### src/evs_pkg.sv
// Constants and types for the exception vector select unit.
// Assumes one core clock and a 32-bit APB register bus.
`default_nettype none
package evs_pkg;
    // Vector offsets
    localparam logic [15:0] VEC_RSVD0  = 16'h0000;
    localparam logic [15:0] VEC_RESET  = 16'h0100;
    localparam logic [15:0] VEC_MCHK   = 16'h0200;
    localparam logic [15:0] VEC_DACC   = 16'h0300;
    localparam logic [15:0] VEC_IACC   = 16'h0400;
    localparam logic [15:0] VEC_EXT    = 16'h0500;
    localparam logic [15:0] VEC_ALIGN  = 16'h0600;
    localparam logic [15:0] VEC_PROG   = 16'h0700;
    localparam logic [15:0] VEC_FPU    = 16'h0800;
    localparam logic [15:0] VEC_CDOWN  = 16'h0900;
    localparam logic [15:0] VEC_IOERR  = 16'h0a00;
    localparam logic [15:0] VEC_RSVD_B = 16'h0b00;
    localparam logic [15:0] VEC_SCALL  = 16'h0c00;
    localparam logic [15:0] VEC_RSVD_E = 16'h0e00;
    localparam logic [15:0] VEC_RUN    = 16'h2000;
    // Register byte offsets
    localparam logic [7:0] A_STATE   = 8'h00;
    localparam logic [7:0] A_RUNCFG  = 8'h04;
    localparam logic [7:0] A_IMATCH  = 8'h08;
    localparam logic [7:0] A_DBRK    = 8'h0c;
    localparam logic [7:0] A_EXTCTL  = 8'h10;
    localparam logic [7:0] A_FSTAT   = 8'h14;
    localparam logic [7:0] A_CDOWN   = 8'h18;
    localparam logic [7:0] A_DFCAUSE = 8'h1c;
    localparam logic [7:0] A_SAVED   = 8'h20;
    localparam logic [7:0] A_STATUS  = 8'h24;
    // machine_state_reg field positions
    localparam int MS_EXT_MASK = 0;
    localparam int MS_USER     = 1;
    localparam int MS_FLOAT    = 2;
    localparam int MS_CHECK    = 3;
    localparam int MS_FPM0     = 4;
    localparam int MS_FPM1     = 5;
    localparam int MS_STEP     = 6;
    localparam int MS_LITTLE   = 7;
    // Pin synchroniser lanes
    localparam int PIN_ERR = 2;
    localparam int PIN_INT = 3;
    // Exception classes
    typedef enum logic [1:0] {
        CL_NONE      = 2'b00,
        CL_ASYNC_IMP = 2'b01,
        CL_ASYNC_PRE = 2'b10,
        CL_SYNC_PRE  = 2'b11
    } evs_class_t;
    // Run modes held in run_mode_config
    typedef enum logic [1:0] {
        RUN_NORMAL = 2'b00,
        RUN_STEP   = 2'b01,
        RUN_LIMIT  = 2'b10,
        RUN_RSVD   = 2'b11
    } evs_run_t;
    // Conditions reported by the pipeline for the instruction at pc
    typedef struct packed {
        logic        valid;
        logic [31:0] pc;
        logic [31:0] ea;
        logic        if_noxl;
        logic        if_io;
        logic        if_prot;
        logic        d_acc;
        logic        d_noxl;
        logic        d_prot;
        logic        d_rsv_io;
        logic        d_store;
        logic        ext_ctl_op;
        logic        float_io;
        logic        lsx_page;
        logic        prot_cross;
        logic        mw_cross;
        logic        dcbz_wtci;
        logic        misalign;
        logic        strmul;
        logic        float_insn;
        logic        fsum_insn;
        logic        mtfs_both;
        logic        sreg_op;
        logic        sreg_bad;
        logic [9:0]  special_reg_number;
        logic        illegal;
        logic        trap_hit;
        logic        system_call_op;
        logic        io_fail;
        logic        io_mem;
        logic        branch;
    } evs_pipe_t;
    // Whole register state of the unit
    typedef struct packed {
        logic [3:0]  s1;
        logic [3:0]  s2;
        logic [3:0]  s3;
        logic [7:0]  ms;
        evs_run_t    run;
        logic [31:0] imatch;
        logic [31:0] dbrk;
        logic        ext_en;
        logic        fsum;
        logic [31:0] cdown;
        logic        cdown_pend;
        logic        ext_pend;
        logic [5:0]  dfc;
        logic [3:0]  prog;
        logic [31:0] saved;
        logic [15:0] vec;
        evs_class_t  cls;
        logic        take;
        logic        chkstop;
        logic [31:0] prdata;
        logic        pready;
        logic        pslverr;
    } evs_state_t;
endpackage : evs_pkg
`default_nettype wire

### src/evs_exception_select.sv
// Exception recognition and vector selection for the core.
// Assumes pipeline conditions arrive on pclk; pins are asynchronous.
// Function
// - Every exception is async imprecise, async precise or sync precise.
// - Soft or hard reset pin raises system reset at 00100.
// - Transfer error acknowledge raises machine check at 00200.
// - Data access at 00300 records each fault cause in its own bit.
// - Untranslatable, I/O or protected fetch vectors to 00400.
// - External interrupt request pin raises exception at 00500.
// - Listed boundary and I/O segment cases raise alignment at 00600.
// - Block zero on write-through or inhibited page raises alignment.
// - Little-endian misalignment or string/multiple raises alignment.
// - Enabled float condition raises program at 00700, cause saved.
// - Summary bit set by any float exception or status move.
// - User access to invalid special register with top bit set.
// - Illegal or unimplemented instruction raises program exception.
// - Trap with any condition met raises program exception.
// - Float instruction with float unit disallowed vectors to 00800.
// - Countdown top bit rising 0 to 1 raises exception at 00900.
// - Failed I/O reply from controller vectors to 00A00.
// - I/O error on memory access saves the next instruction address.
// - System call instruction vectors to 00C00.
// - Run mode at 02000 follows config; step breaks after each one.
// - Limited compare breaks when decoded address matches; skip branch/float.
// - Step enable bit traces through 02000; reserved vectors never used.
// - External and countdown held while masked; mask cleared on take.
// - Machine check with check enable clear enters checkstop.
// - Reset first, machine check second, both preempt everything.
//
// Chosen here: the APB interface to the registers and the address map.
`timescale 1ns/10ps
`default_nettype none

module evs_exception_select
    import evs_pkg::*;
(
    input  wire logic        pclk,
    input  wire logic        presetn,
    input  wire logic        psel,
    input  wire logic        penable,
    input  wire logic        pwrite,
    input  wire logic [7:0]  paddr,
    input  wire logic [31:0] pwdata,
    output logic      [31:0] prdata,
    output logic             pready,
    output logic             pslverr,
    input  wire logic        soft_reset_pin,
    input  wire logic        hard_reset_pin,
    input  wire logic        transfer_error_ack,
    input  wire logic        ext_int_req,
    input  wire evs_pipe_t   pipe,
    output logic             take_strobe,
    output logic      [15:0] vector_offset,
    output evs_class_t       exc_class,
    output logic      [31:0] saved_return_addr,
    output logic             checkstop
);

    evs_state_t  r;
    evs_state_t  next_r;
    logic        rst_ev;
    logic        mc_ev;
    logic        v;
    logic        brk_hit;
    logic [5:0]  df;
    logic        dacc;
    logic        align;
    logic        fpen;
    logic [3:0]  prg;
    logic        fpu;
    logic        lim;
    logic        step;
    logic        go;
    logic [15:0] vsel;
    evs_class_t  csel;
    logic [31:0] sav;

    // Address of the instruction after pc
    function automatic logic [31:0] next_pc(input logic [31:0] pc);
        next_pc = pc + 32'h4;
    endfunction : next_pc

    // Outputs straight from the state register
    assign prdata            = r.prdata;
    assign pready            = r.pready;
    assign pslverr           = r.pslverr;
    assign take_strobe       = r.take;
    assign vector_offset     = r.vec;
    assign exc_class         = r.cls;
    assign saved_return_addr = r.saved;
    assign checkstop         = r.chkstop;

    // Whole next-state computation
    always_comb begin
        next_r = r;
        next_r.take = 1'b0;
        next_r.pready = 1'b0;
        next_r.pslverr = 1'b0;
        go = 1'b0;
        vsel = VEC_RESET;
        csel = CL_NONE;
        sav = pipe.pc;

        // Pins pass two flops, third stage is edge history
        next_r.s1 = {ext_int_req, transfer_error_ack,
                     hard_reset_pin, soft_reset_pin};
        next_r.s2 = r.s1;
        next_r.s3 = r.s2;
        // Edge detection keeps a held pin from retriggering
        rst_ev = |(r.s2[1:0] & ~r.s3[1:0]);
        mc_ev = r.s2[PIN_ERR] & ~r.s3[PIN_ERR];

        // Countdown runs every cycle unless software loads it
        next_r.cdown = r.cdown - 32'h1;

        // APB setup phase: latch read data, answer next cycle
        if (psel && !penable) begin
            next_r.pready = 1'b1;
            next_r.prdata = 32'h0000_0000;
            case (paddr)
                A_STATE:   next_r.prdata = {24'h000000, r.ms};
                A_RUNCFG:  next_r.prdata = {30'h0, r.run};
                A_IMATCH:  next_r.prdata = r.imatch;
                A_DBRK:    next_r.prdata = r.dbrk;
                A_EXTCTL:  next_r.prdata = {31'h0, r.ext_en};
                A_FSTAT:   next_r.prdata = {31'h0, r.fsum};
                A_CDOWN:   next_r.prdata = r.cdown;
                A_DFCAUSE: next_r.prdata = {26'h0, r.dfc};
                A_SAVED:   next_r.prdata = r.saved;
                A_STATUS:  next_r.prdata = {7'h00, r.chkstop,
                                            r.ext_pend, r.cdown_pend,
                                            r.prog, r.cls, r.vec};
                default:   next_r.pslverr = 1'b1;
            endcase
        end

        // APB access phase: writes land at the completing edge
        if (psel && penable && r.pready && pwrite && !r.pslverr) begin
            case (paddr)
                A_STATE:  next_r.ms = pwdata[7:0];
                A_RUNCFG: next_r.run = evs_run_t'(pwdata[1:0]);
                A_IMATCH: next_r.imatch = pwdata;
                A_DBRK:   next_r.dbrk = pwdata;
                A_EXTCTL: next_r.ext_en = pwdata[0];
                A_FSTAT:  next_r.fsum = pwdata[0];
                A_CDOWN:  next_r.cdown = pwdata;
                default:  ;
            endcase
        end

        // Instruction conditions; none count while checkstopped
        v = pipe.valid & ~r.chkstop;
        brk_hit = pipe.d_acc & (r.dbrk[1:0] != 2'b00)
                & (pipe.ea[31:2] == r.dbrk[31:2])
                & (pipe.d_store ? r.dbrk[1] : r.dbrk[0]);
        // Each fault cause gets its own bit
        df = {pipe.d_noxl, pipe.d_prot, pipe.d_rsv_io,
              pipe.d_store, brk_hit,
              pipe.ext_ctl_op & ~r.ext_en};
        dacc = v & (|df[5:3] | |df[1:0]);
        // Alignment cases; little-endian ones only in that mode
        align = v & (pipe.float_io | pipe.lsx_page
                | pipe.prot_cross | pipe.mw_cross);
        align = align | (v & pipe.dcbz_wtci);
        align = align | (v & r.ms[MS_LITTLE]
                & (pipe.misalign | pipe.strmul));
        // Program causes; the summary bit gates the float cause
        fpen = (r.ms[MS_FPM0] | r.ms[MS_FPM1])
             & (r.fsum | pipe.fsum_insn);
        prg[3] = v & pipe.float_insn & fpen;
        prg[2] = v & pipe.illegal;
        prg[1] = v & pipe.sreg_op & pipe.sreg_bad
               & pipe.special_reg_number[9]
               & r.ms[MS_USER];
        prg[0] = v & pipe.trap_hit;
        // Float work while the unit is disallowed
        fpu = v & pipe.float_insn & ~r.ms[MS_FLOAT];
        // Limited compare cannot see branch or float work
        lim = v & (r.run == RUN_LIMIT)
            & (pipe.pc == r.imatch)
            & ~pipe.branch & ~pipe.float_insn;
        // Step mode and trace both break through the run vector
        step = v & ((r.run == RUN_STEP)
             | r.ms[MS_STEP]);

        // Priority chain, reset and machine check first
        if (rst_ev) begin
            go = 1'b1;
            vsel = VEC_RESET;
            csel = CL_ASYNC_IMP;
            next_r.chkstop = 1'b0;
        end else if (r.chkstop) begin
            go = 1'b0;
        end else if (mc_ev) begin
            if (r.ms[MS_CHECK]) begin
                go = 1'b1;
                vsel = VEC_MCHK;
                csel = CL_ASYNC_IMP;
            end else begin
                next_r.chkstop = 1'b1;
            end
        end else if (lim) begin
            go = 1'b1;
            vsel = VEC_RUN;
            csel = CL_SYNC_PRE;
        end else if (v & (pipe.if_noxl | pipe.if_io | pipe.if_prot)) begin
            go = 1'b1;
            vsel = VEC_IACC;
            csel = CL_SYNC_PRE;
        end else if (|prg) begin
            go = 1'b1;
            vsel = VEC_PROG;
            csel = CL_SYNC_PRE;
            next_r.prog = prg;
        end else if (fpu) begin
            go = 1'b1;
            vsel = VEC_FPU;
            csel = CL_SYNC_PRE;
        end else if (align) begin
            go = 1'b1;
            vsel = VEC_ALIGN;
            csel = CL_SYNC_PRE;
        end else if (dacc) begin
            go = 1'b1;
            vsel = VEC_DACC;
            csel = CL_SYNC_PRE;
            next_r.dfc = df;
        end else if (v & pipe.io_fail) begin
            go = 1'b1;
            vsel = VEC_IOERR;
            csel = CL_SYNC_PRE;
            if (pipe.io_mem) begin
                sav = next_pc(pipe.pc);
            end
        end else if (v & pipe.system_call_op) begin
            go = 1'b1;
            vsel = VEC_SCALL;
            csel = CL_SYNC_PRE;
            sav = next_pc(pipe.pc);
        end else if (step) begin
            go = 1'b1;
            vsel = VEC_RUN;
            csel = CL_SYNC_PRE;
            sav = next_pc(pipe.pc);
        end else if (r.ms[MS_EXT_MASK] && r.ext_pend) begin
            go = 1'b1;
            vsel = VEC_EXT;
            csel = CL_ASYNC_PRE;
            next_r.ext_pend = 1'b0;
        end else if (r.ms[MS_EXT_MASK] && r.cdown_pend) begin
            go = 1'b1;
            vsel = VEC_CDOWN;
            csel = CL_ASYNC_PRE;
            next_r.cdown_pend = 1'b0;
        end

        // Taking any exception masks and enters supervisor level
        if (go) begin
            next_r.take = 1'b1;
            next_r.vec = vsel;
            next_r.cls = csel;
            next_r.saved = sav;
            next_r.ms[MS_EXT_MASK] = 1'b0;
            next_r.ms[MS_USER] = 1'b0;
        end

        // Pending sets after the clears, so a new event wins
        if (r.s2[PIN_INT]) begin
            next_r.ext_pend = 1'b1;
        end
        if (!r.cdown[31] && next_r.cdown[31]) begin
            next_r.cdown_pend = 1'b1;
        end
        if (v && (pipe.fsum_insn || pipe.mtfs_both)) begin
            next_r.fsum = 1'b1;
        end
    end

    // State register
    always_ff @(posedge pclk or negedge presetn) begin
        if (!presetn) begin
            r <= '0;
        end else begin
            r <= next_r;
        end
    end
endmodule : evs_exception_select

`default_nettype wire

### config.mk
export PLATFORM = sky130hd
export DESIGN_NAME = evs_exception_select
export DESIGN_NICKNAME = d
export VERILOG_FILES = /design/src/evs_pkg.sv /design/src/evs_exception_select.sv
export SDC_FILE = /design/constraint.sdc
export NUM_CORES = 1
export LEC_CHECK = 0
export BUFFER_PORTS_ARGS = -buffer_cell sky130_fd_sc_hd__buf_2
export CAP_MARGIN = 20
export CORE_MARGIN = 1.5
export CORE_UTILIZATION = 50
export DETAILED_ROUTE_END_ITERATION = 10
export GPL_TIMING_DRIVEN = 0
export PLACE_DENSITY = 0.86
export SETUP_SLACK_MARGIN = 0.1
export SLEW_MARGIN = 5
export SYNTH_ARGS = -nofsm -noshare
export SYNTH_HDL_FRONTEND = slang
export SYNTH_SLANG_ARGS = --single-unit
### constraint.sdc
create_clock -name pclk -period 7.6 [get_ports pclk]
set_clock_uncertainty 0.15 [all_clocks]
set_input_delay 1.9 -clock pclk [delete_from_list [all_inputs] [get_ports pclk]]
set_output_delay 1.9 -clock pclk [all_outputs]
set_load 0.05 [all_outputs]
### After elaboration in Yosys (flattened, before gate mapping)

Index checks and enable logic that the tools add are counted.
W data, S select, Z words.

* register bits: 217
* latch bits: 0
* bits in writable memories: 0
* ROM bits: 0
* bits of input ports: 151
* output and inout port bits: 86
* memories kept: 0

* add/sub/neg operators: 2
* multipliers: 0
* divide/modulo/power cells: 0
* magnitude comparators: 0
* equal/unequal tests: 38
* shift-type cells: 0
* mux-type cells: 96
* bitwise logic cells: 56
* reductions and logical operators: 37

Operators by type and width (number)
* $mux W32: 16
* $pmux W32 S10: 1
* $mux W14: 9
* $mux W102: 1
* $mux W12: 7
* $mux W16: 3
* $mux W2: 22
* $add A32 B3 Y32 const B: 1
* $eq A32 B32 Y1: 1
* $eq A8 B5 Y1 const B: 4
* $sub A32 B1 Y32 const B: 1
* $mux W1: 31
* $eq A30 B30 Y1: 1
* $and A1 B1 Y1: 29
* $ne A2 B1 Y1 const B: 14
* $mux W8: 3
* $ne A2 B2 Y1 const B: 11
* $eq A8 B4 Y1 const B: 2
* $eq A8 B6 Y1 const B: 2
* $reduce_and A14 Y1: 1
* $reduce_and A2 Y1: 7
* $reduce_bool A2 Y1: 7
* $not A1 Y1: 13
* $reduce_and A13 Y1: 1
* 19 further kinds: 41

### Depth between registers and ports, before layout

* depth after elaboration: 18
* gate-level depth with buffers: 10

### Least setup slack after synthesis

OpenSTA, ideal clock, no wires.

* kind: in2reg
* start: input port pipe[28] (netlist bit)
* end: register r, in the netlist saved_return_addr[28]
* arrival time: 3997 ps
* required time: 7368 ps
* path slack: 3371 ps
* stages on the path: 7
* path buffers: 0
* cell sequence: nor2b_1 or4_4 or4b_1 nor4_4 nand4_1 or3_1 a31oi_1

* longest elaborated chain between the ends: 13

RTL lines
* from (decl): RTL line evs_exception_select.sv:51 `input wire evs_pipe_t pipe,`
* $and A1 B1 Y1 *: RTL line evs_exception_select.sv:159 `pipe.ext_ctl_op & ~r.ext_en};`
* $reduce_or A2 Y1 *: RTL line evs_exception_select.sv:160 `dacc = v & (|df[5:3] | |df[1:0]);`
* $or A1 B1 Y1 *: RTL line evs_exception_select.sv:160
* $and A1 B1 Y1 *: RTL line evs_exception_select.sv:160
* $mux W32 or $mux W1 (tied branches): RTL line evs_exception_select.sv:223 `end else if (dacc) begin`
* $mux W32 or $mux W1 (tied branches): RTL line evs_exception_select.sv:219 `end else if (align) begin`
* $mux W32 or $mux W1 (tied branches): RTL line evs_exception_select.sv:215 `end else if (fpu) begin`
* $mux W32 or $mux W1 (tied branches): RTL line evs_exception_select.sv:210 `end else if (|prg) begin`
* $mux W32 or $mux W1 (tied branches): RTL line evs_exception_select.sv:206 `end else if (v & (pipe.if_noxl | pipe.if_io | pipe.if_prot)) begin`
* $mux W32 or $mux W1 (tied branches): RTL line evs_exception_select.sv:202 `end else if (lim) begin`
* $mux W32 or $mux W1 (tied branches): RTL line evs_exception_select.sv:194 `end else if (mc_ev) begin`
* $mux W32 or $mux W1 (tied branches): RTL line evs_exception_select.sv:192 `end else if (r.chkstop) begin`
* $mux W32 or $mux W1 (tied branches): RTL line evs_exception_select.sv:187 `if (rst_ev) begin`
* to (signal assigned): RTL line evs_exception_select.sv:284 `r <= next_r;`
* to (decl): RTL line evs_exception_select.sv:59 `evs_state_t r;`

Mark *: on every way between the ends. The rest lies on a longest branch, timed or not.
A chain may end at the register's enable or synchronous reset.

### Worst setup path in the final report

* start: input port pipe[66] (netlist bit)
* end: register r, in the netlist saved_return_addr[29]

* longest elaborated chain between the ends: 15

RTL lines
* $eq A30 B30 Y1 *: RTL line evs_exception_select.sv:154 `& (pipe.ea[31:2] == r.dbrk[31:2])`
* $and A1 B1 Y1 *: RTL line evs_exception_select.sv:154
* $and A1 B1 Y1 *: RTL line evs_exception_select.sv:155 `& (pipe.d_store ? r.dbrk[1] : r.dbrk[0]);`
* $reduce_or A2 Y1 *: RTL line evs_exception_select.sv:160
* $or A1 B1 Y1 *: RTL line evs_exception_select.sv:160
* $and A1 B1 Y1 *: RTL line evs_exception_select.sv:160
* $mux W32 or $mux W1 (tied branches): RTL line evs_exception_select.sv:223
* $mux W32 or $mux W1 (tied branches): RTL line evs_exception_select.sv:219
* $mux W32 or $mux W1 (tied branches): RTL line evs_exception_select.sv:215
* $mux W32 or $mux W1 (tied branches): RTL line evs_exception_select.sv:210
* $mux W32 or $mux W1 (tied branches): RTL line evs_exception_select.sv:206
* $mux W32 or $mux W1 (tied branches): RTL line evs_exception_select.sv:202
* $mux W32 or $mux W1 (tied branches): RTL line evs_exception_select.sv:194
* $mux W32 or $mux W1 (tied branches): RTL line evs_exception_select.sv:192
* $mux W32 or $mux W1 (tied branches): RTL line evs_exception_select.sv:187

Marked as above.

==> impl_metrics.json <==
{
  "routed_wl_um": 37700,
  "tritoncts": "done",
  "setup_tns_ns": 0,
  "number_of_hold_repair_buffers_added_at_the_cts_stage": 0,
  "worst_setup_path_endpoint": "saved_return_addr[29]",
  "ys_ff_latch": 206,
  "first_pass_iters": 6,
  "insertedDiodeCount": 0,
  "globalRoute.totalOverflow": 0,
  "layout-drive-gt1-share_pct": 31.5,
  "dieHeight_um": 151,
  "multi_input_comb_area_um2": 5010,
  "synth.avg_cell_area_um2": 10.2,
  "critical_path.cell_chain": "buf_2, xnor2_1, nand4_1, or4_1, nor4_2, o31ai_1, a31o_2, clkbuf_1, clkbuf_1, nand2_1, o21ai_0",
  "worst_r2r_endpoint": "saved_return_addr[29]",
  "area_contributors_post_synth": "sky130_fd_sc_hd__dfrtp_1 (47%), sky130_fd_sc_hd__mux2_2 (8.5%), sky130_fd_sc_hd__buf_4 (5.6%)",
  "yosys_most_used_dff": "sky130_fd_sc_hd__dfrtp_1",
  "clk_latency_ns": 0.53,
  "worst-endpoint-required_ns": 7.81,
  "synth.yosys.seq_area_share_pct": 47.0,
  "number_of_gates_resized_after_cts": 0,
  "crit_path_top_delay_cell": "sky130_fd_sc_hd__or4_1",
  "period_needed_ns": 5.11,
  "p_per_area_nw_per_um2": 228,
  "rsz0062_at_grt": "no",
  "finalNetCount": 1479,
  "worst-r2r-cell-count": 10,
  "n_fill_cell": 1772,
  "drt_drc_violations_left": 0,
  "synth_edf_count": 0,
  "timing.critical_path.depth": 11,
  "netlist.top_cell.by_area": "sky130_fd_sc_hd__dfrtp_1",
  "worst_path_dominant_cell_family": "simple AND/OR/NAND/NOR gates",
  "clock_path_buffers": 3,
  "ys_warn_count": 0,
  "intPower_mw": 2.06,
  "post_synthesis_async_set_or_reset_flop_share_pct": 100,
  "tritoncts_buffers": 23,
  "share_comb_of_total_power_pct": 20.6,
  "slowest_delay_ns": 0.63,
  "critPathArrivalTime_ns": 5.32,
  "crit_start": "pipe[66]",
  "hpwlAfterDp_um": 28300,
  "power.share.switching_pct": 31.5,
  "worst_hold_slack_ns": 0.196,
  "postLayoutSetupSlackWorst_ns": 2.49,
  "finalCritPeriodShare_pct": 67.2,
  "crit_top_cell": "sky130_fd_sc_hd__clkbuf_1",
  "finish.cell_count_without_fillers": 1619,
  "cts.root.buffer_cell": "sky130_fd_sc_hd__clkbuf_16",
  "areaGrowthSynthToFinish_pct": 20.6,
  "postRouteAntennaNets": 0,
  "share_seq_of_total_power_pct": 42.3,
  "endpoints_failing_hold": 0,
  "timing.critical_path.buf_inv": 3,
  "grt_max_degree": 71,
  "mappedNetlistArea_um2": 11000,
  "run_status": "finished, final reports clean",
  "net-switching-power_mw": 0.951,
  "clk_pin_slew_ns": 0.06,
  "critical_path.startpoint_type": "input pin",
  "antenna_found_initial": 0,
  "critical_path.reg2reg.startpoint": "r[161]",
  "post_drt_wl_per_cell_um": 23.3,
  "portion_of_synthesized_cell_area_occupied_by_the_leading_cell_type_pct": 47.0,
  "track_usage_pct": 33.1,
  "routed_via_density": 6.22,
  "fp.dieArea_um2": 22800,
  "critical_path_peak_fanout": 10,
  "power.ir.vdd_worst_mv": 0.151,
  "placement.io_buffers": 214,
  "fp-row-count": 54,
  "core_um2": 21700,
  "achievable-frequency_mhz": 196,
  "drv_slew": 0,
  "regArea_um2": 5150,
  "worstSetupPathType": "input pin to register",
  "number_of_distinct_library_cells_after_synthesis": 57,
  "cts_setup_buffers": 0,
  "number_of_placed_instances_taps_included": 1581,
  "dr.first_iter.drc_count": 1230,
  "worstHoldPathType": "register to register",
  "clock_sinks": 206,
  "worst_slew_pin_slew_ns": 1.04,
  "setup_viol": 0,
  "clock_power_share_pct": 37.1,
  "max_cap_viol_count": 0,
  "ioPinCount": 237,
  "die_w_um": 151,
  "cts.htree.levels": 1,
  "slew-limit-headroom_pct": 29.8,
  "starting_density_pct": 50.6,
  "first_global_vias": 9649,
  "place_congestion": 0.972,
  "leakage_nw": 5.99,
  "first_pass_grt_wire_length_um": 56400,
  "rrSetupSlack_ns": 3.56,
  "synthCells": 1075,
  "post-place-ws_ns": 2.22,
  "crit_path_end_kind": "register",
  "vias": 10077
}
## power groups by stage
stage / Combinational, mW / Clock, mW / Sequential (mW)
finish: 0.621 / 1.12 / 1.28
global route: 0.661 / 1.17 / 1.28
CTS: 0.618 / 1.12 / 1.27
detailed placement: 0.616 / 0 / 1.29
global placement: 0.602 / 0 / 1.28
floorplan: 0.428 / 0 / 1.26
## cells by family after synthesis
| family | synth area share (%) |
|---|---|
| AO/OA/AOI/OAI | 12.9 |
| multiplexers | 8.89 |
| AND/OR/NAND/NOR | 14.3 |
| other | 0.0342 |
| buffers and inverters | 7.69 |
| XOR/XNOR | 8.94 |
| flip-flops | 47.0 |
| adder cells (fa/ha/maj) | 0.228 |
## layout make-up
type / count / share of cell area [%]
buffer: 130 / 6.03
inverter: 12 / 0.340
multi-input combinational: 737 / 37.8
clock inverter: 3 / 0.520
timing repair buffer: 216 / 8.59
sequential: 206 / 39.0
clock buffer: 35 / 5.07
tap: 280 / 2.65
## Yosys cell counts (4+ instances only)
| master | n |
|---|---|
| sky130_fd_sc_hd__xnor2_1 | 46 |
| sky130_fd_sc_hd__a22oi_1 | 50 |
| sky130_fd_sc_hd__buf_4 | 82 |
| sky130_fd_sc_hd__a21oi_1 | 33 |
| sky130_fd_sc_hd__nor2b_1 | 7 |
| sky130_fd_sc_hd__a222oi_1 | 18 |
| sky130_fd_sc_hd__and4_1 | 4 |
| sky130_fd_sc_hd__inv_1 | 12 |
| sky130_fd_sc_hd__nor3_1 | 14 |
| sky130_fd_sc_hd__mux2_2 | 83 |
| sky130_fd_sc_hd__or3_1 | 5 |
| sky130_fd_sc_hd__nor4_1 | 16 |
| sky130_fd_sc_hd__a22o_1 | 4 |
| sky130_fd_sc_hd__mux2i_1 | 4 |
| sky130_fd_sc_hd__buf_1 | 6 |
| sky130_fd_sc_hd__and2_1 | 5 |
| sky130_fd_sc_hd__a31oi_1 | 37 |
| sky130_fd_sc_hd__nand2_1 | 66 |
| sky130_fd_sc_hd__nor2_1 | 104 |
| sky130_fd_sc_hd__nand4_1 | 31 |
| sky130_fd_sc_hd__nand2b_1 | 12 |
| sky130_fd_sc_hd__o21ai_0 | 41 |
| sky130_fd_sc_hd__xor2_1 | 66 |
| sky130_fd_sc_hd__clkbuf_1 | 40 |
| sky130_fd_sc_hd__a41oi_1 | 5 |
| sky130_fd_sc_hd__dfrtp_1 | 206 |
| sky130_fd_sc_hd__and3_1 | 17 |
| sky130_fd_sc_hd__nand3_1 | 22 |
## placed cells by master, fill, tap and decap left out, types with 6 or more instances in the layout
| cell type | netlist | layout |
|---|---|---|
| sky130_fd_sc_hd__buf_2 | 2 | 215 |
| sky130_fd_sc_hd__dfrtp_1 | 206 | 206 |
| sky130_fd_sc_hd__nor2_1 | 104 | 104 |
| sky130_fd_sc_hd__mux2_2 | 83 | 83 |
| sky130_fd_sc_hd__buf_4 | 82 | 82 |
| sky130_fd_sc_hd__nand2_1 | 66 | 66 |
| sky130_fd_sc_hd__xor2_1 | 66 | 66 |
| sky130_fd_sc_hd__a22oi_1 | 50 | 50 |
| sky130_fd_sc_hd__clkbuf_1 | 40 | 47 |
| sky130_fd_sc_hd__xnor2_1 | 46 | 46 |
| sky130_fd_sc_hd__o21ai_0 | 41 | 41 |
| sky130_fd_sc_hd__a31oi_1 | 37 | 37 |
| sky130_fd_sc_hd__a21oi_1 | 33 | 33 |
| sky130_fd_sc_hd__nand4_1 | 31 | 31 |
| sky130_fd_sc_hd__clkbuf_16 | 0 | 23 |
| sky130_fd_sc_hd__nand3_1 | 22 | 22 |
| sky130_fd_sc_hd__a222oi_1 | 18 | 18 |
| sky130_fd_sc_hd__and3_1 | 17 | 17 |
| sky130_fd_sc_hd__nor4_1 | 16 | 16 |
| sky130_fd_sc_hd__nor3_1 | 14 | 14 |
| sky130_fd_sc_hd__inv_1 | 12 | 12 |
| sky130_fd_sc_hd__nand2b_1 | 12 | 12 |
| sky130_fd_sc_hd__conb_1 | 1 | 11 |
| sky130_fd_sc_hd__nor2b_1 | 7 | 7 |
| sky130_fd_sc_hd__buf_1 | 6 | 6 |
## stage by stage
stage | utilization, % | instance area [um2] | total power, mW
after floorplan | - | 11000 | 1.69
after global placement | 57.3 | 12400 | 1.89
after detailed placement | 57.6 | 12500 | 1.90
after CTS | 61.0 | 13200 | 3.00
after global routing | 61.0 | 13200 | 3.11
final | 61.0 | 13200 | 3.01
## worst min-delay path by stage
stage | start | to | depth (start not counted)
detailed placement | next_r[212] | next_r[208] | 0
global placement | next_r[212] | next_r[208] | 0
global route | next_r[210] | next_r[206] | 0
finish | next_r[212] | next_r[208] | 0
floorplan | next_r[210] | next_r[206] | 0
CTS | next_r[212] | next_r[208] | 0
## sequential cells by signal, summed over array words and instances (netlist names)
signal,cells
exc_class,2
pready,1
checkstop,1
r,123
next_r,8
pslverr,1
vector_offset,5
saved_return_addr,32
take_strobe,1
prdata,32
## routing by layer
metal	GRT usage, %	wire length, um	vias to the layer above	share of wire, %
met5	0	0	-	0
met4	15.0	1900	0	5.0
met3	9.85	4840	147	13
met2	52.1	17100	722	45
met1	42.3	13800	4923	37
li1	-	-	4285	-
Note: power is estimated with default switching activity, not from simulation.
